==> src/sadc_pkg.sv <==
// constants for the converter sequencer control block
package sadc_pkg;

  // ----------------------------------------------------------------
  // register offsets
  // ----------------------------------------------------------------
  localparam logic [7:0] OFF_CMD      = 8'h00;
  localparam logic [7:0] OFF_MODE     = 8'h04;
  localparam logic [7:0] OFF_CH_EN    = 8'h10;
  localparam logic [7:0] OFF_CH_DIS   = 8'h14;
  localparam logic [7:0] OFF_CH_STAT  = 8'h18;
  localparam logic [7:0] OFF_STATUS   = 8'h1c;
  localparam logic [7:0] OFF_LATEST   = 8'h20;
  localparam logic [7:0] OFF_CH_DATA0 = 8'h30;

  // ----------------------------------------------------------------
  // field positions
  // ----------------------------------------------------------------
  localparam int CMD_START_BIT  = 1;
  localparam int MODE_HWEN_BIT  = 0;
  localparam int MODE_TSEL_LSB  = 1;
  localparam int MODE_EIGHT_BIT = 4;
  localparam int MODE_SLEEP_BIT = 5;
  localparam int MODE_DIV_LSB   = 8;
  localparam int MODE_START_LSB = 16;
  localparam int MODE_SH_LSB    = 24;
  localparam int STAT_OVR_LSB   = 8;
  localparam int STAT_RDY_BIT   = 16;
  localparam int STAT_GOVR_BIT  = 17;
  localparam int LATEST_CH_LSB  = 12;

  // ----------------------------------------------------------------
  // reset values and encodings
  // ----------------------------------------------------------------
  localparam logic [31:0] MODE_RESET = 32'h0000_0000;
  localparam logic [2:0]  TSEL_TIMER0 = 3'h0;
  localparam logic [2:0]  TSEL_TIMER1 = 3'h1;
  localparam logic [2:0]  TSEL_TIMER2 = 3'h2;
  localparam logic [2:0]  TSEL_EXT    = 3'h6;

  // ----------------------------------------------------------------
  // timing
  // ----------------------------------------------------------------
  localparam int CONV_CYCLES    = 10;
  localparam int STARTUP_FACTOR = 8;

  typedef enum logic [2:0] {
    SQ_IDLE, SQ_WAKE, SQ_PICK, SQ_SAMPLE, SQ_CONVERT, SQ_STORE
  } sadc_state_e;

endpackage

==> src/sadc_ctrl.sv <==
// sequencer, clocking, flags and registers of a four-input converter
`timescale 1ns/1ns
module sadc_ctrl #(
  parameter int NCH = 4,
  parameter int RW  = 10
) (
  input  wire logic          core_clk_i,
  input  wire logic          reset_i,
  input  wire logic [7:0]    addr_i,
  input  wire logic [31:0]   wdata_i,
  input  wire logic          wr_i,
  input  wire logic          rd_i,
  output logic      [31:0]   rdata_o,
  input  wire logic [2:0]    timer_wave_output_i,
  input  wire logic          external_trigger_pin_i,
  output logic               analog_power_on_o,
  output logic               conv_clk_en_o,
  output logic               sample_o,
  output logic               convert_start_o,
  output logic [1:0]         mux_select_o,
  output logic [NCH-1:0]     analog_inputs_route_o,
  input  wire logic [RW-1:0] cell_result_i,
  output logic               irq_o,
  output logic               dma_req_o,
  output logic               dma_wide_o,
  output logic [15:0]        dma_data_o
);

  // ----------------------------------------------------------------
  // bus decode
  // ----------------------------------------------------------------
  logic [31:0] mode_reg;
  logic [NCH-1:0] ch_en_reg;
  logic wr_cmd, wr_mode, rd_stat, rd_latest;
  logic [NCH-1:0] rd_ch;
  assign wr_cmd    = wr_i && addr_i == sadc_pkg::OFF_CMD;
  assign wr_mode   = wr_i && addr_i == sadc_pkg::OFF_MODE;
  assign rd_stat   = rd_i && addr_i == sadc_pkg::OFF_STATUS;
  assign rd_latest = rd_i && addr_i == sadc_pkg::OFF_LATEST;
  always_comb begin
    for (int i = 0; i < NCH; i++) begin
      rd_ch[i] = rd_i &&
        addr_i == sadc_pkg::OFF_CH_DATA0 + 8'(4 * i);
    end
  end

  logic       hw_trigger_enable, eight_bit_select, sleep_mode;
  logic [2:0] trigger_source_select;
  logic [5:0] clock_divider_setting;
  logic [6:0] startup_setting;
  logic [3:0] sample_hold_cycles;
  assign hw_trigger_enable     = mode_reg[sadc_pkg::MODE_HWEN_BIT];
  assign trigger_source_select = mode_reg[sadc_pkg::MODE_TSEL_LSB +: 3];
  assign eight_bit_select      = mode_reg[sadc_pkg::MODE_EIGHT_BIT];
  assign sleep_mode            = mode_reg[sadc_pkg::MODE_SLEEP_BIT];
  assign clock_divider_setting = mode_reg[sadc_pkg::MODE_DIV_LSB +: 6];
  assign startup_setting       = mode_reg[sadc_pkg::MODE_START_LSB +: 7];
  assign sample_hold_cycles    = mode_reg[sadc_pkg::MODE_SH_LSB +: 4];

  always_ff @(posedge core_clk_i or posedge reset_i) begin
    if (reset_i) begin
      mode_reg <= sadc_pkg::MODE_RESET;
    end else if (wr_mode) begin
      mode_reg <= wdata_i & 32'h0f7f_ff3f;
    end
  end

  // separate set and clear writes; enable also routes the pin
  always_ff @(posedge core_clk_i or posedge reset_i) begin
    if (reset_i) begin
      ch_en_reg <= '0;
    end else if (wr_i && addr_i == sadc_pkg::OFF_CH_EN) begin
      ch_en_reg <= ch_en_reg | wdata_i[NCH-1:0];
    end else if (wr_i && addr_i == sadc_pkg::OFF_CH_DIS) begin
      ch_en_reg <= ch_en_reg & ~wdata_i[NCH-1:0];
    end
  end
  assign analog_inputs_route_o = ch_en_reg;

  // ----------------------------------------------------------------
  // converter clock enable
  // ----------------------------------------------------------------
  logic [6:0] div_cnt;
  logic       clk_run;
  sadc_pkg::sadc_state_e state;
  // restart the divider per channel so sample-hold spans whole periods
  always_ff @(posedge core_clk_i or posedge reset_i) begin
    if (reset_i) begin
      div_cnt <= '0;
    end else if (!clk_run || conv_clk_en_o ||
                 state == sadc_pkg::SQ_PICK) begin
      div_cnt <= '0;
    end else begin
      div_cnt <= div_cnt + 7'h01;
    end
  end
  // period 2*(setting+1) master cycles: /2 at 0, /128 at 3f
  assign conv_clk_en_o = clk_run &&
    div_cnt == {clock_divider_setting, 1'b1};

  // ----------------------------------------------------------------
  // triggers
  // ----------------------------------------------------------------
  logic [3:0] trg_s1, trg_s2;
  logic       hw_sel, hw_prev, hw_edge, sw_start;
  always_ff @(posedge core_clk_i or posedge reset_i) begin
    if (reset_i) begin
      trg_s1 <= '0;
      trg_s2 <= '0;
    end else begin
      trg_s1 <= {external_trigger_pin_i, timer_wave_output_i};
      trg_s2 <= trg_s1;
    end
  end
  always_comb begin
    unique case (trigger_source_select)
      sadc_pkg::TSEL_TIMER0: hw_sel = trg_s2[0];
      sadc_pkg::TSEL_TIMER1: hw_sel = trg_s2[1];
      sadc_pkg::TSEL_TIMER2: hw_sel = trg_s2[2];
      sadc_pkg::TSEL_EXT:    hw_sel = trg_s2[3];
      default:               hw_sel = 1'b0;
    endcase
  end
  always_ff @(posedge core_clk_i or posedge reset_i) begin
    if (reset_i) begin
      hw_prev <= 1'b0;
    end else begin
      hw_prev <= hw_sel;
    end
  end
  assign hw_edge  = hw_trigger_enable && hw_sel && !hw_prev;
  assign sw_start = wr_cmd && wdata_i[sadc_pkg::CMD_START_BIT];

  // ----------------------------------------------------------------
  // sequencer
  // ----------------------------------------------------------------
  logic [9:0]     cnt;
  logic [1:0]     cur_ch;
  logic [NCH-1:0] pending;
  logic           awake, done_pulse;
  logic [RW-1:0]  result;
  logic           start_req;
  // software start stays live with hardware triggering on
  assign start_req = sw_start || hw_edge;

  always_ff @(posedge core_clk_i or posedge reset_i) begin
    if (reset_i) begin
      state      <= sadc_pkg::SQ_IDLE;
      cnt        <= '0;
      cur_ch     <= '0;
      pending    <= '0;
      awake      <= 1'b0;
      done_pulse <= 1'b0;
      result     <= '0;
    end else begin
      done_pulse <= 1'b0;
      unique case (state)
        sadc_pkg::SQ_IDLE: begin
          // sleep mode keeps the cell down between sequences
          awake <= !sleep_mode;
          // triggers outside idle are dropped
          if (start_req) begin
            pending <= ch_en_reg;
            cnt     <= '0;
            if (sleep_mode && !awake) begin
              awake <= 1'b1;
              state <= sadc_pkg::SQ_WAKE;
            end else begin
              state <= sadc_pkg::SQ_PICK;
            end
          end
        end
        sadc_pkg::SQ_WAKE: begin
          // start-up wait (setting+1)*8 converter cycles
          if (conv_clk_en_o) begin
            if (cnt == 10'({startup_setting, 3'h7})) begin
              state <= sadc_pkg::SQ_PICK;
            end else begin
              cnt <= cnt + 10'h001;
            end
          end
        end
        sadc_pkg::SQ_PICK: begin
          cnt <= '0;
          if (pending == '0) begin
            state <= sadc_pkg::SQ_IDLE;
            if (sleep_mode) begin
              awake <= 1'b0;
            end
          end else begin
            for (int i = NCH - 1; i >= 0; i--) begin
              if (pending[i]) begin
                cur_ch <= 2'(i);
              end
            end
            state <= sadc_pkg::SQ_SAMPLE;
          end
        end
        sadc_pkg::SQ_SAMPLE: begin
          if (conv_clk_en_o) begin
            if (cnt == 10'(sample_hold_cycles)) begin
              cnt   <= '0;
              state <= sadc_pkg::SQ_CONVERT;
            end else begin
              cnt <= cnt + 10'h001;
            end
          end
        end
        sadc_pkg::SQ_CONVERT: begin
          if (conv_clk_en_o) begin
            if (cnt == 10'(sadc_pkg::CONV_CYCLES - 1)) begin
              state <= sadc_pkg::SQ_STORE;
            end else begin
              cnt <= cnt + 10'h001;
            end
          end
        end
        sadc_pkg::SQ_STORE: begin
          result     <= cell_result_i;
          done_pulse <= pending[cur_ch] & ch_en_reg[cur_ch];
          pending[cur_ch] <= 1'b0;
          state      <= sadc_pkg::SQ_PICK;
        end
      endcase
    end
  end
  assign clk_run = awake;
  assign analog_power_on_o = awake;
  assign mux_select_o      = cur_ch;
  assign sample_o          = state == sadc_pkg::SQ_SAMPLE;
  assign convert_start_o   = state == sadc_pkg::SQ_CONVERT && cnt == '0 &&
                             conv_clk_en_o;

  // ----------------------------------------------------------------
  // result storage and flags
  // ----------------------------------------------------------------
  logic [RW-1:0]  ch_data [NCH];
  logic [RW-1:0]  latest;
  logic [1:0]     last_ch;
  logic [NCH-1:0] done_flag, ovr_flag, done_set, unread;
  logic           ready_flag, govr_flag;
  always_comb begin
    for (int i = 0; i < NCH; i++) begin
      done_set[i] = done_pulse && last_ch == 2'(i);
    end
  end

  always_ff @(posedge core_clk_i or posedge reset_i) begin
    if (reset_i) begin
      for (int i = 0; i < NCH; i++) begin
        ch_data[i] <= '0;
      end
      latest  <= '0;
      last_ch <= '0;
    end else if (state == sadc_pkg::SQ_STORE) begin
      ch_data[cur_ch] <= cell_result_i;
      latest          <= cell_result_i;
      last_ch         <= cur_ch;
    end
  end

  // result not yet read through its own channel register
  always_ff @(posedge core_clk_i or posedge reset_i) begin
    if (reset_i) begin
      unread <= '0;
    end else begin
      for (int i = 0; i < NCH; i++) begin
        if (done_set[i]) begin
          unread[i] <= 1'b1;
        end else if (rd_ch[i]) begin
          unread[i] <= 1'b0;
        end
      end
    end
  end

  // set wins over a clearing read in the same cycle
  always_ff @(posedge core_clk_i or posedge reset_i) begin
    if (reset_i) begin
      done_flag <= '0;
      ovr_flag  <= '0;
    end else begin
      for (int i = 0; i < NCH; i++) begin
        if (done_set[i]) begin
          done_flag[i] <= 1'b1;
        end else if (rd_ch[i] || (rd_latest && last_ch == 2'(i))) begin
          done_flag[i] <= 1'b0;
        end
        if (done_set[i] && unread[i]) begin
          ovr_flag[i] <= 1'b1;
        end else if (rd_stat) begin
          ovr_flag[i] <= 1'b0;
        end
      end
    end
  end

  always_ff @(posedge core_clk_i or posedge reset_i) begin
    if (reset_i) begin
      ready_flag <= 1'b0;
      govr_flag  <= 1'b0;
    end else begin
      if (done_pulse) begin
        ready_flag <= 1'b1;
      end else if (rd_latest) begin
        ready_flag <= 1'b0;
      end
      if (done_pulse && ready_flag) begin
        govr_flag <= 1'b1;
      end else if (rd_stat) begin
        govr_flag <= 1'b0;
      end
    end
  end

  assign irq_o = |done_flag || ready_flag;

  // ----------------------------------------------------------------
  // dma request on ready rising, enabled channels only
  // ----------------------------------------------------------------
  logic [RW-1:0] fmt_latest;
  assign fmt_latest = eight_bit_select ?
    {2'b00, latest[RW-3:0]} : latest;
  logic ready_prev;
  always_ff @(posedge core_clk_i or posedge reset_i) begin
    if (reset_i) begin
      ready_prev <= 1'b0;
    end else begin
      ready_prev <= ready_flag;
    end
  end
  always_ff @(posedge core_clk_i or posedge reset_i) begin
    if (reset_i) begin
      dma_req_o  <= 1'b0;
      dma_wide_o <= 1'b1;
      dma_data_o <= '0;
    end else begin
      dma_req_o  <= ready_flag && !ready_prev;
      dma_wide_o <= !eight_bit_select;
      dma_data_o <= 16'(fmt_latest);
    end
  end

  // ----------------------------------------------------------------
  // read data, one cycle after the strobe
  // ----------------------------------------------------------------
  always_ff @(posedge core_clk_i or posedge reset_i) begin
    if (reset_i) begin
      rdata_o <= '0;
    end else if (rd_i) begin
      rdata_o <= '0;
      if (addr_i == sadc_pkg::OFF_MODE) begin
        rdata_o <= mode_reg;
      end else if (addr_i == sadc_pkg::OFF_CH_STAT) begin
        rdata_o <= 32'(ch_en_reg);
      end else if (rd_stat) begin
        rdata_o <= 32'(done_flag) |
          (32'(ovr_flag) << sadc_pkg::STAT_OVR_LSB) |
          (32'(ready_flag) << sadc_pkg::STAT_RDY_BIT) |
          (32'(govr_flag) << sadc_pkg::STAT_GOVR_BIT);
      end else if (rd_latest) begin
        rdata_o <= 32'(fmt_latest) |
          (32'(last_ch) << sadc_pkg::LATEST_CH_LSB);
      end
      for (int i = 0; i < NCH; i++) begin
        if (rd_ch[i]) begin
          rdata_o <= eight_bit_select ? 32'(ch_data[i][RW-3:0]) :
                     32'(ch_data[i]);
        end
      end
    end
  end
endmodule

==> config.mk <==
export PLATFORM = sky130hd
export DESIGN_NAME = sadc_ctrl
export DESIGN_NICKNAME = d
export VERILOG_FILES = /design/src/sadc_pkg.sv /design/src/sadc_ctrl.sv
export SDC_FILE = /design/constraint.sdc
export NUM_CORES = 1
export LEC_CHECK = 0
export BUFFER_PORTS_ARGS = -buffer_cell sky130_fd_sc_hd__buf_2
export CAP_MARGIN = 5
export CORE_MARGIN = 2
export CORE_UTILIZATION = 51
export CTS_CLUSTER_DIAMETER = 30
export DETAILED_ROUTE_END_ITERATION = 10
export PLACE_DENSITY = 0.76
export SLEW_MARGIN = 20
export SYNTH_ARGS = -nofsm -noshare
export SYNTH_HDL_FRONTEND = slang
export SYNTH_SLANG_ARGS = --single-unit
==> constraint.sdc <==
create_clock -name core_clk_i -period 5.6 [get_ports core_clk_i]
set_input_delay 1.12 -clock core_clk_i [delete_from_list [all_inputs] [get_ports core_clk_i]]
set_output_delay 1.12 -clock core_clk_i [all_outputs]
set_load 0.01 [all_outputs]
* Word level (Yosys, flattened, before mapping)
Cells that the tools add are included.
** Word-level totals
- Word-level logic and storage cells :: 248
- Output and inout bits :: 61
- Input bits :: 58
- Register bits after elaboration :: 177
** Operators by class
- Equality and inequality tests :: 36
- Reductions and logical operators :: 77
- Mux-type cells :: 80
- Order comparisons :: 4
- Bitwise logic cells :: 12
- Add/sub/neg operators :: 2
** Operators by type and width (count)
- 10-bit two-way mux :: 13
- 32-bit two-way mux :: 4
- 10-bit case mux with 5 select lines :: 1
- 40-bit bitwise mux :: 1
- 8-bit by 6-bit == test with 1-bit output (second input constant) :: 5
- 18-bit two-way mux :: 2
- 2-bit nonzero test :: 17
- 1-bit logical AND :: 33
- 8-bit by 5-bit == test with 1-bit output (second input constant) :: 4
- 1-bit two-way mux :: 32
- 28-bit two-way mux :: 1
- 3-bit two-way mux :: 7
- 10-bit demux with 2-bit select :: 1
- 2-bit inequality test (second input constant) :: 9
- 17-bit by 18-bit OR with 18-bit output :: 1
- 3-bit case mux with 6 select lines :: 1
- 12-bit by 17-bit OR with 17-bit output :: 1
- 14-bit two-way mux :: 1
- 10-bit by 14-bit OR with 14-bit output :: 1
- 7-bit AND reduction :: 2
- 2-bit two-way mux :: 6
- 4-bit two-way mux :: 3
- 4-bit by 12-bit OR with 12-bit output :: 1
- 10-bit by 1-bit adder with 10-bit output (second input constant) :: 1
- other kinds (40) :: 63

* Logic depth before layout (Yosys ltp)
Gate-level depths: netlist (run 1).
- Depth after elaboration :: 10
- Mapped depth :: 9
- Mapped depth without buffers :: 8

* Worst setup path before layout (run 1)
Ideal clock, no wire load.
- Kind :: input-to-reg
- From :: in addr_i[2]
- To :: reg cnt[9]
- Required time :: 5.478 ns
- Arrival :: 2.798 ns
- Setup time :: 0.122 ns
- Buffers on the path :: 2
- Cell stages on the path :: 8
- Slack :: 2.680 ns
- Cells stage by stage :: clkbuf_1 > nor3_1 > nand4_1 > and2_1 > a21bo_2 > buf_2 > a211o_1 > a32o_1
** Between the ends
- Longest elaborated chain between the ends :: 6
** RTL lines
- start: declaration :: line sadc_ctrl.sv:9 : input wire logic [7:0] addr_i,
- 8-bit logical NOT :: line sadc_ctrl.sv:36 : assign wr_cmd = wr_i && addr_i == sadc_pkg::OFF_CMD;
- 1-bit logical AND :: line sadc_ctrl.sv:36
- 1-bit logical AND :: line sadc_ctrl.sv:132 : assign sw_start = wr_cmd && wdata_i[sadc_pkg::CMD_START_BIT];
- 1-bit logical OR :: line sadc_ctrl.sv:144 : assign start_req = sw_start || hw_edge;
- 2-bit inequality test (no source line)
- 7-bit AND reduction (no source line)
- end signal: assignment :: line sadc_ctrl.sv:179 : cnt <= cnt + 10'h001;
- end signal: assignment :: line sadc_ctrl.sv:205 : cnt <= cnt + 10'h001;
- end signal: assignment :: line sadc_ctrl.sv:214 : cnt <= cnt + 10'h001;
- end: declaration :: line sadc_ctrl.sv:137 : logic [9:0] cnt;
No other way between the ends.
A chain may end at the register's enable or synchronous reset.

* Worst setup path after layout (run 1)
- From :: in rd_i
- To :: reg done_flag[1]
** Between the ends
- Longest elaborated chain between the ends :: 4
- Elaborated cells between the ends (all ways) :: 5
- Those cells by class :: reduce/logical: 5
** RTL lines
- start: declaration :: line sadc_ctrl.sv:12 : input wire logic rd_i,
- 1-bit logical AND :: line sadc_ctrl.sv:39 : assign rd_latest = rd_i && addr_i == sadc_pkg::OFF_LATEST;
- 1-bit logical AND :: line sadc_ctrl.sv:286 : end else if (rd_ch[i] || (rd_latest && last_ch == 2'(i))) begin
- 1-bit logical OR * :: line sadc_ctrl.sv:286
- 2-bit nonzero test (no source line) *
- end signal: assignment :: line sadc_ctrl.sv:280 : done_flag <= '0;
- end signal: indexed assignment :: line sadc_ctrl.sv:285 : done_flag[i] <= 1'b1;
- end signal: indexed assignment :: line sadc_ctrl.sv:287 : done_flag[i] <= 1'b0;
- end: declaration :: line sadc_ctrl.sv:240 : logic [NCH-1:0] done_flag, ovr_flag, done_set, unread;
Every way passes the cells marked *; elsewhere a longest branch is shown, timed or not.

==> flow_metrics.tcl, run 1 <==
set metrics [dict create \
    core_mm2 0.0151 \
    cts_root_buffer "clkbuf_16" \
    cts_hold_buf 0 \
    p_leak_nw 4.37 \
    antenna_found_initial 1 \
    ys_seq_elements 172 \
    drv_cap 0 \
    synthFlopType "dfrtp_1" \
    htreeDepth 4 \
    cts_buffers 17 \
    rsz0062_at_grt "no" \
    setup_slack_ps 2240 \
    gp_congestion 0.960 \
    vdd_drop_max_uv 267 \
    cp.arrival_ps 3670 \
    syn-instance-count 722 \
    period_needed_ps 3360 \
    power_density_mw_per_mm2 387 \
    clk_pin_slew_ps 70 \
    portBuffers 100 \
    postCtsSetupRepairBufs 0 \
    syn_area_mm2 0.00786 \
    die_w_um 128 \
    hold_viol 0 \
    drive_gt1_share_pct 26.7 \
    worst-slew-pin-transition_ps 883 \
    grt_pass1_vias 5617 \
    setup_tns_ps 0 \
    grt_pass1_wl_mm 30.6 \
    cts_tree "yes" \
    routed_via_density 5.90 \
    die_area_mm2 0.0164 \
    ant_nets 0 \
    dpl.cell_count 980 \
    cp-start-kind "input port" \
    r2r_end "ch_data[24]" \
    avgRoutedWirePerCell_um 18.9 \
    worstSetupEndpointType "flop" \
    synthArstFlopShare_pct 100 \
    seq_area_mm2 0.00431 \
    num-fill-cells 1239 \
    multi_input_area_mm2 0.00331 \
    ioPinCount 119 \
    setup_viol_count_final 0 \
    finalCritPeriodShare_pct 60.0 \
    synth.distinct_cells 69 \
    clock-sinks 172 \
    largest_reg_flops 40 \
    whs_path_depth 0 \
    fp.dieH_um 128 \
    min_from "trg_s1[1]" \
    hold_path_end "trg_s2[1]" \
    required_ps 5910 \
    dp_slack_ps 1870 \
    drc 0 \
    clock_skew_ps 9.91 \
    dp_hpwl_mm 12.9 \
    nNetsFinal 874 \
    synth_area_per_cell_um2 10.9 \
    insertion_delay_ps 440 \
    drtPass1Iterations 5 \
    cts_buffer_depth 2 \
    critPathKind "input port to flop" \
    ff2ff_path_depth 5 \
    cp_max_fo 22 \
    stdcell_count 1014 \
    final-max-slew-violation-count 0 \
    ctsResizeCount 0 \
    hp-class "flop to flop" \
    ys_warn_count 0 \
    grt_max_degree 126 \
    start_util_pct 51.9 \
    gr-usage-all-layers_pct 24.5 \
    outcome "complete, no violations" \
    grt_overflow 0 \
    wl_mm 19.1 \
    drtIter0Drc 511 \
    synth-seq-area-share_pct 54.8 \
    synth_edf_count 0 \
    slew_headroom_pct 40.9 \
    area_growth_pct 16.1 \
    r2r_start "state[0]" \
    row_count 45 \
    via_count 5984 \
    r2r_slack_ps 2780 \
    max_freq_mhz 298 \
]
Yosys cell counts (all sizes together) (3+ instances only):
library cell	count	area [um^2]
a211oi	6	50.1
a21boi	3	22.5
a21o	4	30.0
a21oi	30	150
a221o	5	50.1
a22o	15	131
a22oi	15	113
a31o	3	26.3
a31oi	4	25.0
a32oi	3	26.3
and2	15	93.8
and3	11	71.3
buf	17	111
clkbuf	26	97.6
dfrtp	171	4280
ha	4	50.1
inv	21	78.8
mux2	67	754
nand2	86	333
nand2b	6	37.5
nand3	19	95.1
nor2	51	191
nor2b	6	37.5
nor3	10	50.1
nor3b	4	30.0
nor4	5	31.3
o21ai	26	130
o221ai	5	43.8
o22a	5	43.8
o22ai	10	62.6
o31ai	10	88.8
or3	3	23.8
xnor2	13	114
xor2	9	78.8
layout by cell type, fill, tap and decap left out, types with 6 or more instances in the layout:
cell type | netlist | final
and2_1 | 14 | 14
dfrtp_1 | 171 | 171
mux2_2 | 67 | 67
buf_2 | 5 | 100
nor2_1 | 51 | 49
nor3_1 | 10 | 10
nor2b_1 | 6 | 6
clkbuf_16 | 0 | 17
a21oi_1 | 30 | 30
conb_1 | 1 | 11
nand3_1 | 19 | 19
o21ai_0 | 26 | 26
o31ai_1 | 9 | 9
xnor2_1 | 13 | 13
and3_1 | 9 | 9
xor2_1 | 9 | 9
inv_1 | 21 | 20
nand2b_1 | 6 | 6
nand2_1 | 84 | 84
a22oi_1 | 15 | 15
o22ai_1 | 10 | 10
a22o_1 | 15 | 15
metal layers:
layer / GRT usage [%] / vias to the layer above / part of all wire [%]
met3: 7.10 / 37 / 8.3
met2: 35.3 / 277 / 44
li1: - / 2756 / -
met4: 9.37 / 0 / 2.8
met5: 0 / - / 0
met1: 35.1 / 2914 / 45
stage by stage:
stage	instance area, um^2	utilization (%)	hold WS [ps]	power [mW]
3_5_place_dp	8460	55.9	335	2.26
3_3_place_gp	8460	55.9	334	2.25
6_report	9130	60.2	350	3.53
5_1_grt	9120	60.2	356	3.70
4_1_cts	9100	60.1	350	3.54
2_1_floorplan	7900	-	331	2.06
power by group:
group | total [mW] | switching (mW) | internal [mW] | leakage (nW)
Sequential | 1.58 | 0.159 | 1.42 | 2.19
Combinational | 0.676 | 0.393 | 0.282 | 1.86
Clock | 1.28 | 0.522 | 0.759 | 0.310
cell families after synthesis:
| group | count (synthesis) | share of synthesized area, % |
|---|---|---|
| AND/OR/NAND/NOR | 226 | 13.7 |
| flip-flops | 172 | 54.8 |
| AO/OA/AOI/OAI | 165 | 15.0 |
| multiplexers | 68 | 9.73 |
| buffers and inverters | 64 | 3.66 |
| XOR/XNOR | 22 | 2.45 |
| adder cells (fa/ha/maj) | 4 | 0.637 |
| other | 1 | 0.0477 |
worst max-delay path by stage:
stage	endpoint	depth (start not counted)	from	slack, ps
floorplan	asynchronous set/reset pin	1	reset_i	2280
global placement	done_flag[1]	7	rd_i	1970
detailed placement	done_flag[1]	7	rd_i	1870
CTS	done_flag[1]	7	rd_i	2300
global route	done_flag[1]	7	rd_i	2090
finish	done_flag[1]	7	rd_i	2240
worst max-delay path, stage by stage:
cell and delay, ps:
buf_2 360, nor4bb_1 430, nor3b_1 420, and2_0 730, nand2_1 250, o221ai_1 230
o21ai_0 110
final cells by class:
cell class,count,share of cell area [%]
clock buffer,18,4.70
clock inverter,14,2.28
timing repair buffer,104,6.09
antenna,1,0.0274
tap,188,2.58
multi-input combinational,496,36.2
inverter,21,0.905
sequential,172,47.2
Note: power is estimated with default switching activity, not from simulation.
==> run 2, diff against run 1 <==
- clock period: 5.6 -> 2.8 ns (I/O delays scaled with it)
==> run 2 against run 1 <==
  * Clock power up 95%
  * First-iteration DRC count down 3.3%
  * Critical endpoint is now convert_start_o
  * Final cell count up 2.7%
==> flow_metrics.tcl, run 2 (synthesis gave the netlist of run 1 again) <==
set metrics [dict create \
    outcome "complete, no violations" \
    cp-start-kind "flop" \
    setup_slack_ps 231 \
    r2r_start "cnt[4]" \
    period_needed_ps 2570 \
    worst-slew-pin-transition_ps 831 \
    dp_slack_ps 161 \
    mostFrequentLayoutCells "dfrtp_1, buf_2, nand2_1, mux2_2, nor2_1" \
    final_common_cell "dfrtp_1" \
    drtIter0Drc 494 \
    r2r_slack_ps 310 \
    gp_congestion 0.912 \
    postCtsSetupRepairBufs 0 \
    wl_mm 19.6 \
    dp_hpwl_mm 14.0 \
    fp.dieH_um 128 \
    ctsResizeCount 0 \
    fin_util_pct 61.3 \
    cts_tree "yes" \
    power_mw 7.04 \
    clock_skew_ps 11.8 \
    clk_pin_slew_ps 60 \
    p_leak_nw 4.49 \
    insertion_delay_ps 430 \
    drive_gt1_share_pct 28.6 \
    cp_max_fo 9 \
    critPathKind "flop to output port" \
    cts_hold_buf 0 \
    power.clock.fraction_pct 35.5 \
    ff2ff_path_depth 6 \
    slowest_delay_ps 470 \
    via_count 6062 \
    max_freq_mhz 389 \
    drc 0 \
    num-fill-cells 1260 \
    dpl_cell_area_mm2 0.00866 \
    cts_root_buffer "clkbuf_16" \
    nNetsFinal 901 \
    worstSetupEndpointType "output port" \
    vdd_drop_max_uv 491 \
    crit_slowest_cell "dfrtp_1" \
    grt_max_degree 48 \
    hold_viol 0 \
    start_util_pct 51.9 \
    cp.arrival_ps 2010 \
    setup_tns_ps 0 \
    pwr-share-seq_pct 45.0 \
    ant_nets 0 \
    gr-usage-all-layers_pct 24.8 \
    clock-sinks 172 \
    largest_reg_flops 40 \
    rsz0062_at_grt "no" \
    finalCritPeriodShare_pct 91.8 \
    comb_power_share_pct 19.5 \
    die_area_mm2 0.0164 \
    hp-class "input port to asynchronous set/reset pin" \
    antenna_found_initial 1 \
    cts_buffer_depth 2 \
    r2r_end "cnt[9]" \
    grt_pass1_vias 5768 \
    drv_cap 0 \
    power.switching_mw 2.10 \
    routed_via_density 5.82 \
    row_count 45 \
    final-max-slew-violation-count 0 \
    avgRoutedWirePerCell_um 18.8 \
    htreeDepth 4 \
    grt_pass1_wl_mm 31.4 \
    core_mm2 0.0151 \
    cp-endpoint "convert_start_o" \
    portBuffers 100 \
    critical_path.startpoint "state[1]" \
    ioPinCount 119 \
    grt_overflow 0 \
    crit_chain "nor2_1, nand2_2, nor3b_1, and3_1, buf_2" \
    area_growth_pct 18.2 \
    drtPass1Iterations 5 \
    final_area_mm2 0.00928 \
    cts_buffers 17 \
    die_w_um 128 \
    power_density_mw_per_mm2 758 \
    slew_headroom_pct 44.6 \
    required_ps 2240 \
    swShare_pct 29.9 \
    setup_viol_count_final 0 \
    p_int_mw 4.93 \
]
==> run 2: cell count changes in the layout (fill, tap and decap cells not counted), sizes merged <==
cell    change
buf        +27
inv         -2
clkbuf      +1
clkinv      +1
==> run 2: worst min-delay path by stage <==
| stage | start | to | slack, ps |
|---|---|---|---|
| finish | reset_i | dma_req_o | 30 |
| global route | reset_i | dma_req_o | 20 |
| floorplan | trg_s1[0] | trg_s2[0] | 330 |
| global placement | trg_s1[1] | trg_s2[1] | 330 |
| detailed placement | trg_s1[0] | trg_s2[0] | 330 |
| CTS | reset_i | dma_req_o | 20 |
==> run 2: final cells by class <==
type	count	area, um^2	area share [%]
Clock buffer	19	433	4.66
Multi-Input combinational cell	496	3300	35.6
Tap cell	188	235	2.53
Inverter	21	82.6	0.889
Timing Repair Buffer	131	733	7.90
Sequential cell	172	4310	46.4
Antenna cell	1	2.50	0.0270
Clock inverter	13	190	2.05
==> run 2: through the flow <==
step	std cells	hold slack [ps]
after floorplan	732	331
after CTS	1040	17.6
after global placement	1008	333
after detailed placement	1008	335
final	1041	25.6
after global routing	1040	20.3
==> run 2: critical path: cells and delay by family, from the launching register on <==
kind | cells | cell delay [ps]
AND/OR/NAND/NOR | 4 | 980
buffers and inverters | 1 | 130
flip-flops | 1 | 470
==> run 2: routing by layer <==
layer	up-vias	track usage, %	share of wire (%)
met5	-	0	0
met4	0	7.76	1.6
met3	29	5.13	7.4
met2	274	38.7	46
met1	2955	35.3	45
li1	2804	-	-
==> run 2: power by group through the flow <==
stage,Combinational (mW),Sequential (mW),Clock (mW)
floorplan,1.02,3.09,0
global placement,1.34,3.19,0
detailed placement,1.37,3.21,0
CTS,1.38,3.17,2.53
global route,1.54,3.22,2.63
finish,1.37,3.17,2.50
==> run 3, diff against run 2 <==
- BUFFER_PORTS_ARGS: -buffer_cell sky130_fd_sc_hd__buf_2 -> default
- CORE_UTILIZATION: 51 -> 52
- DONT_BUFFER_PORTS: default -> 1
- PLACE_DENSITY: 0.76 -> 0.7
==> run 3 against run 2 <==
  * Setup slack gained 100 ps
  * Fmax is 4.1% higher
  * Sequential power rose by 2%
  * Die area fell by 1.9%
  * Routed wire length up 0.70%
  * Highest routed layer unchanged
==> flow_metrics.tcl, run 3 (synthesis gave the netlist of run 1 again) <==
set metrics [dict create \
    hp-class "input port to flop" \
    outcome "complete, no violations" \
    wl_mm 19.8 \
    power.clock.fraction_pct 34.5 \
    crit_family "simple AND/OR/NAND/NOR gates" \
    area_growth_pct 10.7 \
    clk_pin_slew_ps 70 \
    fp.dieH_um 127 \
    dpl_cell_area_mm2 0.00811 \
    drv_cap 0 \
    ioPinCount 119 \
    setup_tns_ps 0 \
    drc 0 \
    cp.arrival_ps 2790 \
    pwr-share-seq_pct 47.8 \
    drtPass1Iterations 5 \
    crit_chain "or4_4, or3_4, o31ai_4, nand2_4, a211o_1, a32o_1" \
    finalCritPeriodShare_pct 88.1 \
    worstSetupEndpointType "flop" \
    p_int_mw 4.60 \
    comb_power_share_pct 17.7 \
    setup_viol_count_final 0 \
    via_count 5767 \
    grt_max_degree 77 \
    gr-usage-all-layers_pct 25.8 \
    largest_reg_flops 40 \
    crit_slowest_cell "or4_4" \
    dp_hpwl_mm 14.1 \
    path_buf_inv 0 \
    required_ps 3120 \
    power.switching_mw 2.15 \
    start_util_pct 53.7 \
    critPathKind "flop to flop" \
    final_area_mm2 0.00870 \
    clock_skew_ps 7.30 \
    clock-sinks 172 \
    grt_pass1_vias 5804 \
    cts_buffers 17 \
    core_mm2 0.0146 \
    nNetsFinal 794 \
    period_needed_ps 2470 \
    vdd_drop_max_uv 641 \
    routed_via_density 6.21 \
    final_common_cell "dfrtp_1" \
    cts_tree "yes" \
    final-max-slew-violation-count 0 \
    insertion_delay_ps 430 \
    avgRoutedWirePerCell_um 21.3 \
    cp-start-kind "flop" \
    power_density_mw_per_mm2 776 \
    slowest_delay_ps 570 \
    antennaDiodeCount 0 \
    num-fill-cells 1216 \
    row_count 44 \
    grt_overflow 0 \
    cp_max_fo 6 \
    worst-slew-pin-transition_ps 812 \
    swShare_pct 31.8 \
    hold_viol 0 \
    drive_gt1_share_pct 18.5 \
    p_leak_nw 4.00 \
    drtIter0Drc 550 \
    max_freq_mhz 405 \
    grt_pass1_wl_mm 32.1 \
    rsz0062_at_grt "no" \
    slew_headroom_pct 45.8 \
    cts_root_buffer "clkbuf_16" \
    die_area_mm2 0.0161 \
    antenna_found_initial 0 \
    ant_nets 0 \
    cts_buffer_depth 2 \
    ctsResizeCount 0 \
    portBuffers 0 \
    gp_congestion 0.909 \
    mostFrequentLayoutCells "dfrtp_1, nand2_1, mux2_2, nor2_1, a21oi_1" \
    die_w_um 127 \
    htreeDepth 4 \
]
==> run 3: cell count changes in the layout (fill, tap and decap cells not counted) <==
cell and delta:
buf_12 +1, inv_8 +3, clkinv_2 -2, buf_2 -100, dlygate4sd3_1 +1, diode_2 -1
clkinvlp_4 +3, clkbuf_1 -2, bufinv_16 -3, inv_6 +1, buf_4 -9
==> run 3: stage by stage <==
| stage | worst slack, ps | hold slack, ps | utilization [%] | power, mW | cells |
|---|---|---|---|---|---|
| after detailed placement | 347 | 335 | 55.3 | 4.45 | 896 |
| after global placement | 391 | 335 | 55.3 | 4.38 | 896 |
| final | 332 | 155 | 59.4 | 6.74 | 929 |
| after CTS | 350 | 135 | 59.4 | 6.77 | 929 |
| after floorplan | 44.1 | 331 | - | 4.11 | 732 |
| after global routing | 252 | 122 | 59.4 | 7.09 | 929 |
==> run 3: layout make-up <==
type / count / area [um^2] / area share, %
flip-flops and latches: 172 / 4310 / 49.5
multi-input cells: 496 / 3300 / 38.0
clock buffers: 17 / 425 / 4.89
well taps: 184 / 230 / 2.65
repair buffers: 24 / 195 / 2.24
clock inverters: 15 / 155 / 1.78
inverters: 21 / 82.6 / 0.950
==> run 3: power by group through the flow <==
stage / sequential (mW) / clock (mW) / combinational, mW
after global routing: 3.28 / 2.47 / 1.35
after global placement: 3.25 / 0 / 1.13
final: 3.22 / 2.33 / 1.19
after floorplan: 3.09 / 0 / 1.02
after CTS: 3.22 / 2.36 / 1.19
after detailed placement: 3.27 / 0 / 1.18
==> run 3: what timing repair did <==
| action | 4_1_cts | 5_1_grt |
|---|---|---|
| hold buffers | 1 | 0 |
| setup buffers | 0 | 0 |
| hold endpoints to repair | 2 | 0 |
==> run 3: worst paths after layout <==
kind                                         from  cells after the start  slack, ps            to
hold reg to reg                         trg_s1[2]                      0        350     trg_s2[2]
max in group asynchronous                 reset_i                      3       1430  mode_reg[25]
setup reg to reg                           cnt[9]                      6        330        cnt[9]
min in group asynchronous                 reset_i                      2        510     dma_req_o
setup / recovery                           cnt[9]                      6        330        cnt[9]
hold / removal             timer_wave_output_i[1]                      0        150     trg_s1[1]
==> run 3: layer usage <==
metal,wire length [um],track usage [%]
met1,8720,35.4
met2,9190,39.7
met3,1520,8.18
met4,329,7.63
met5,0,0
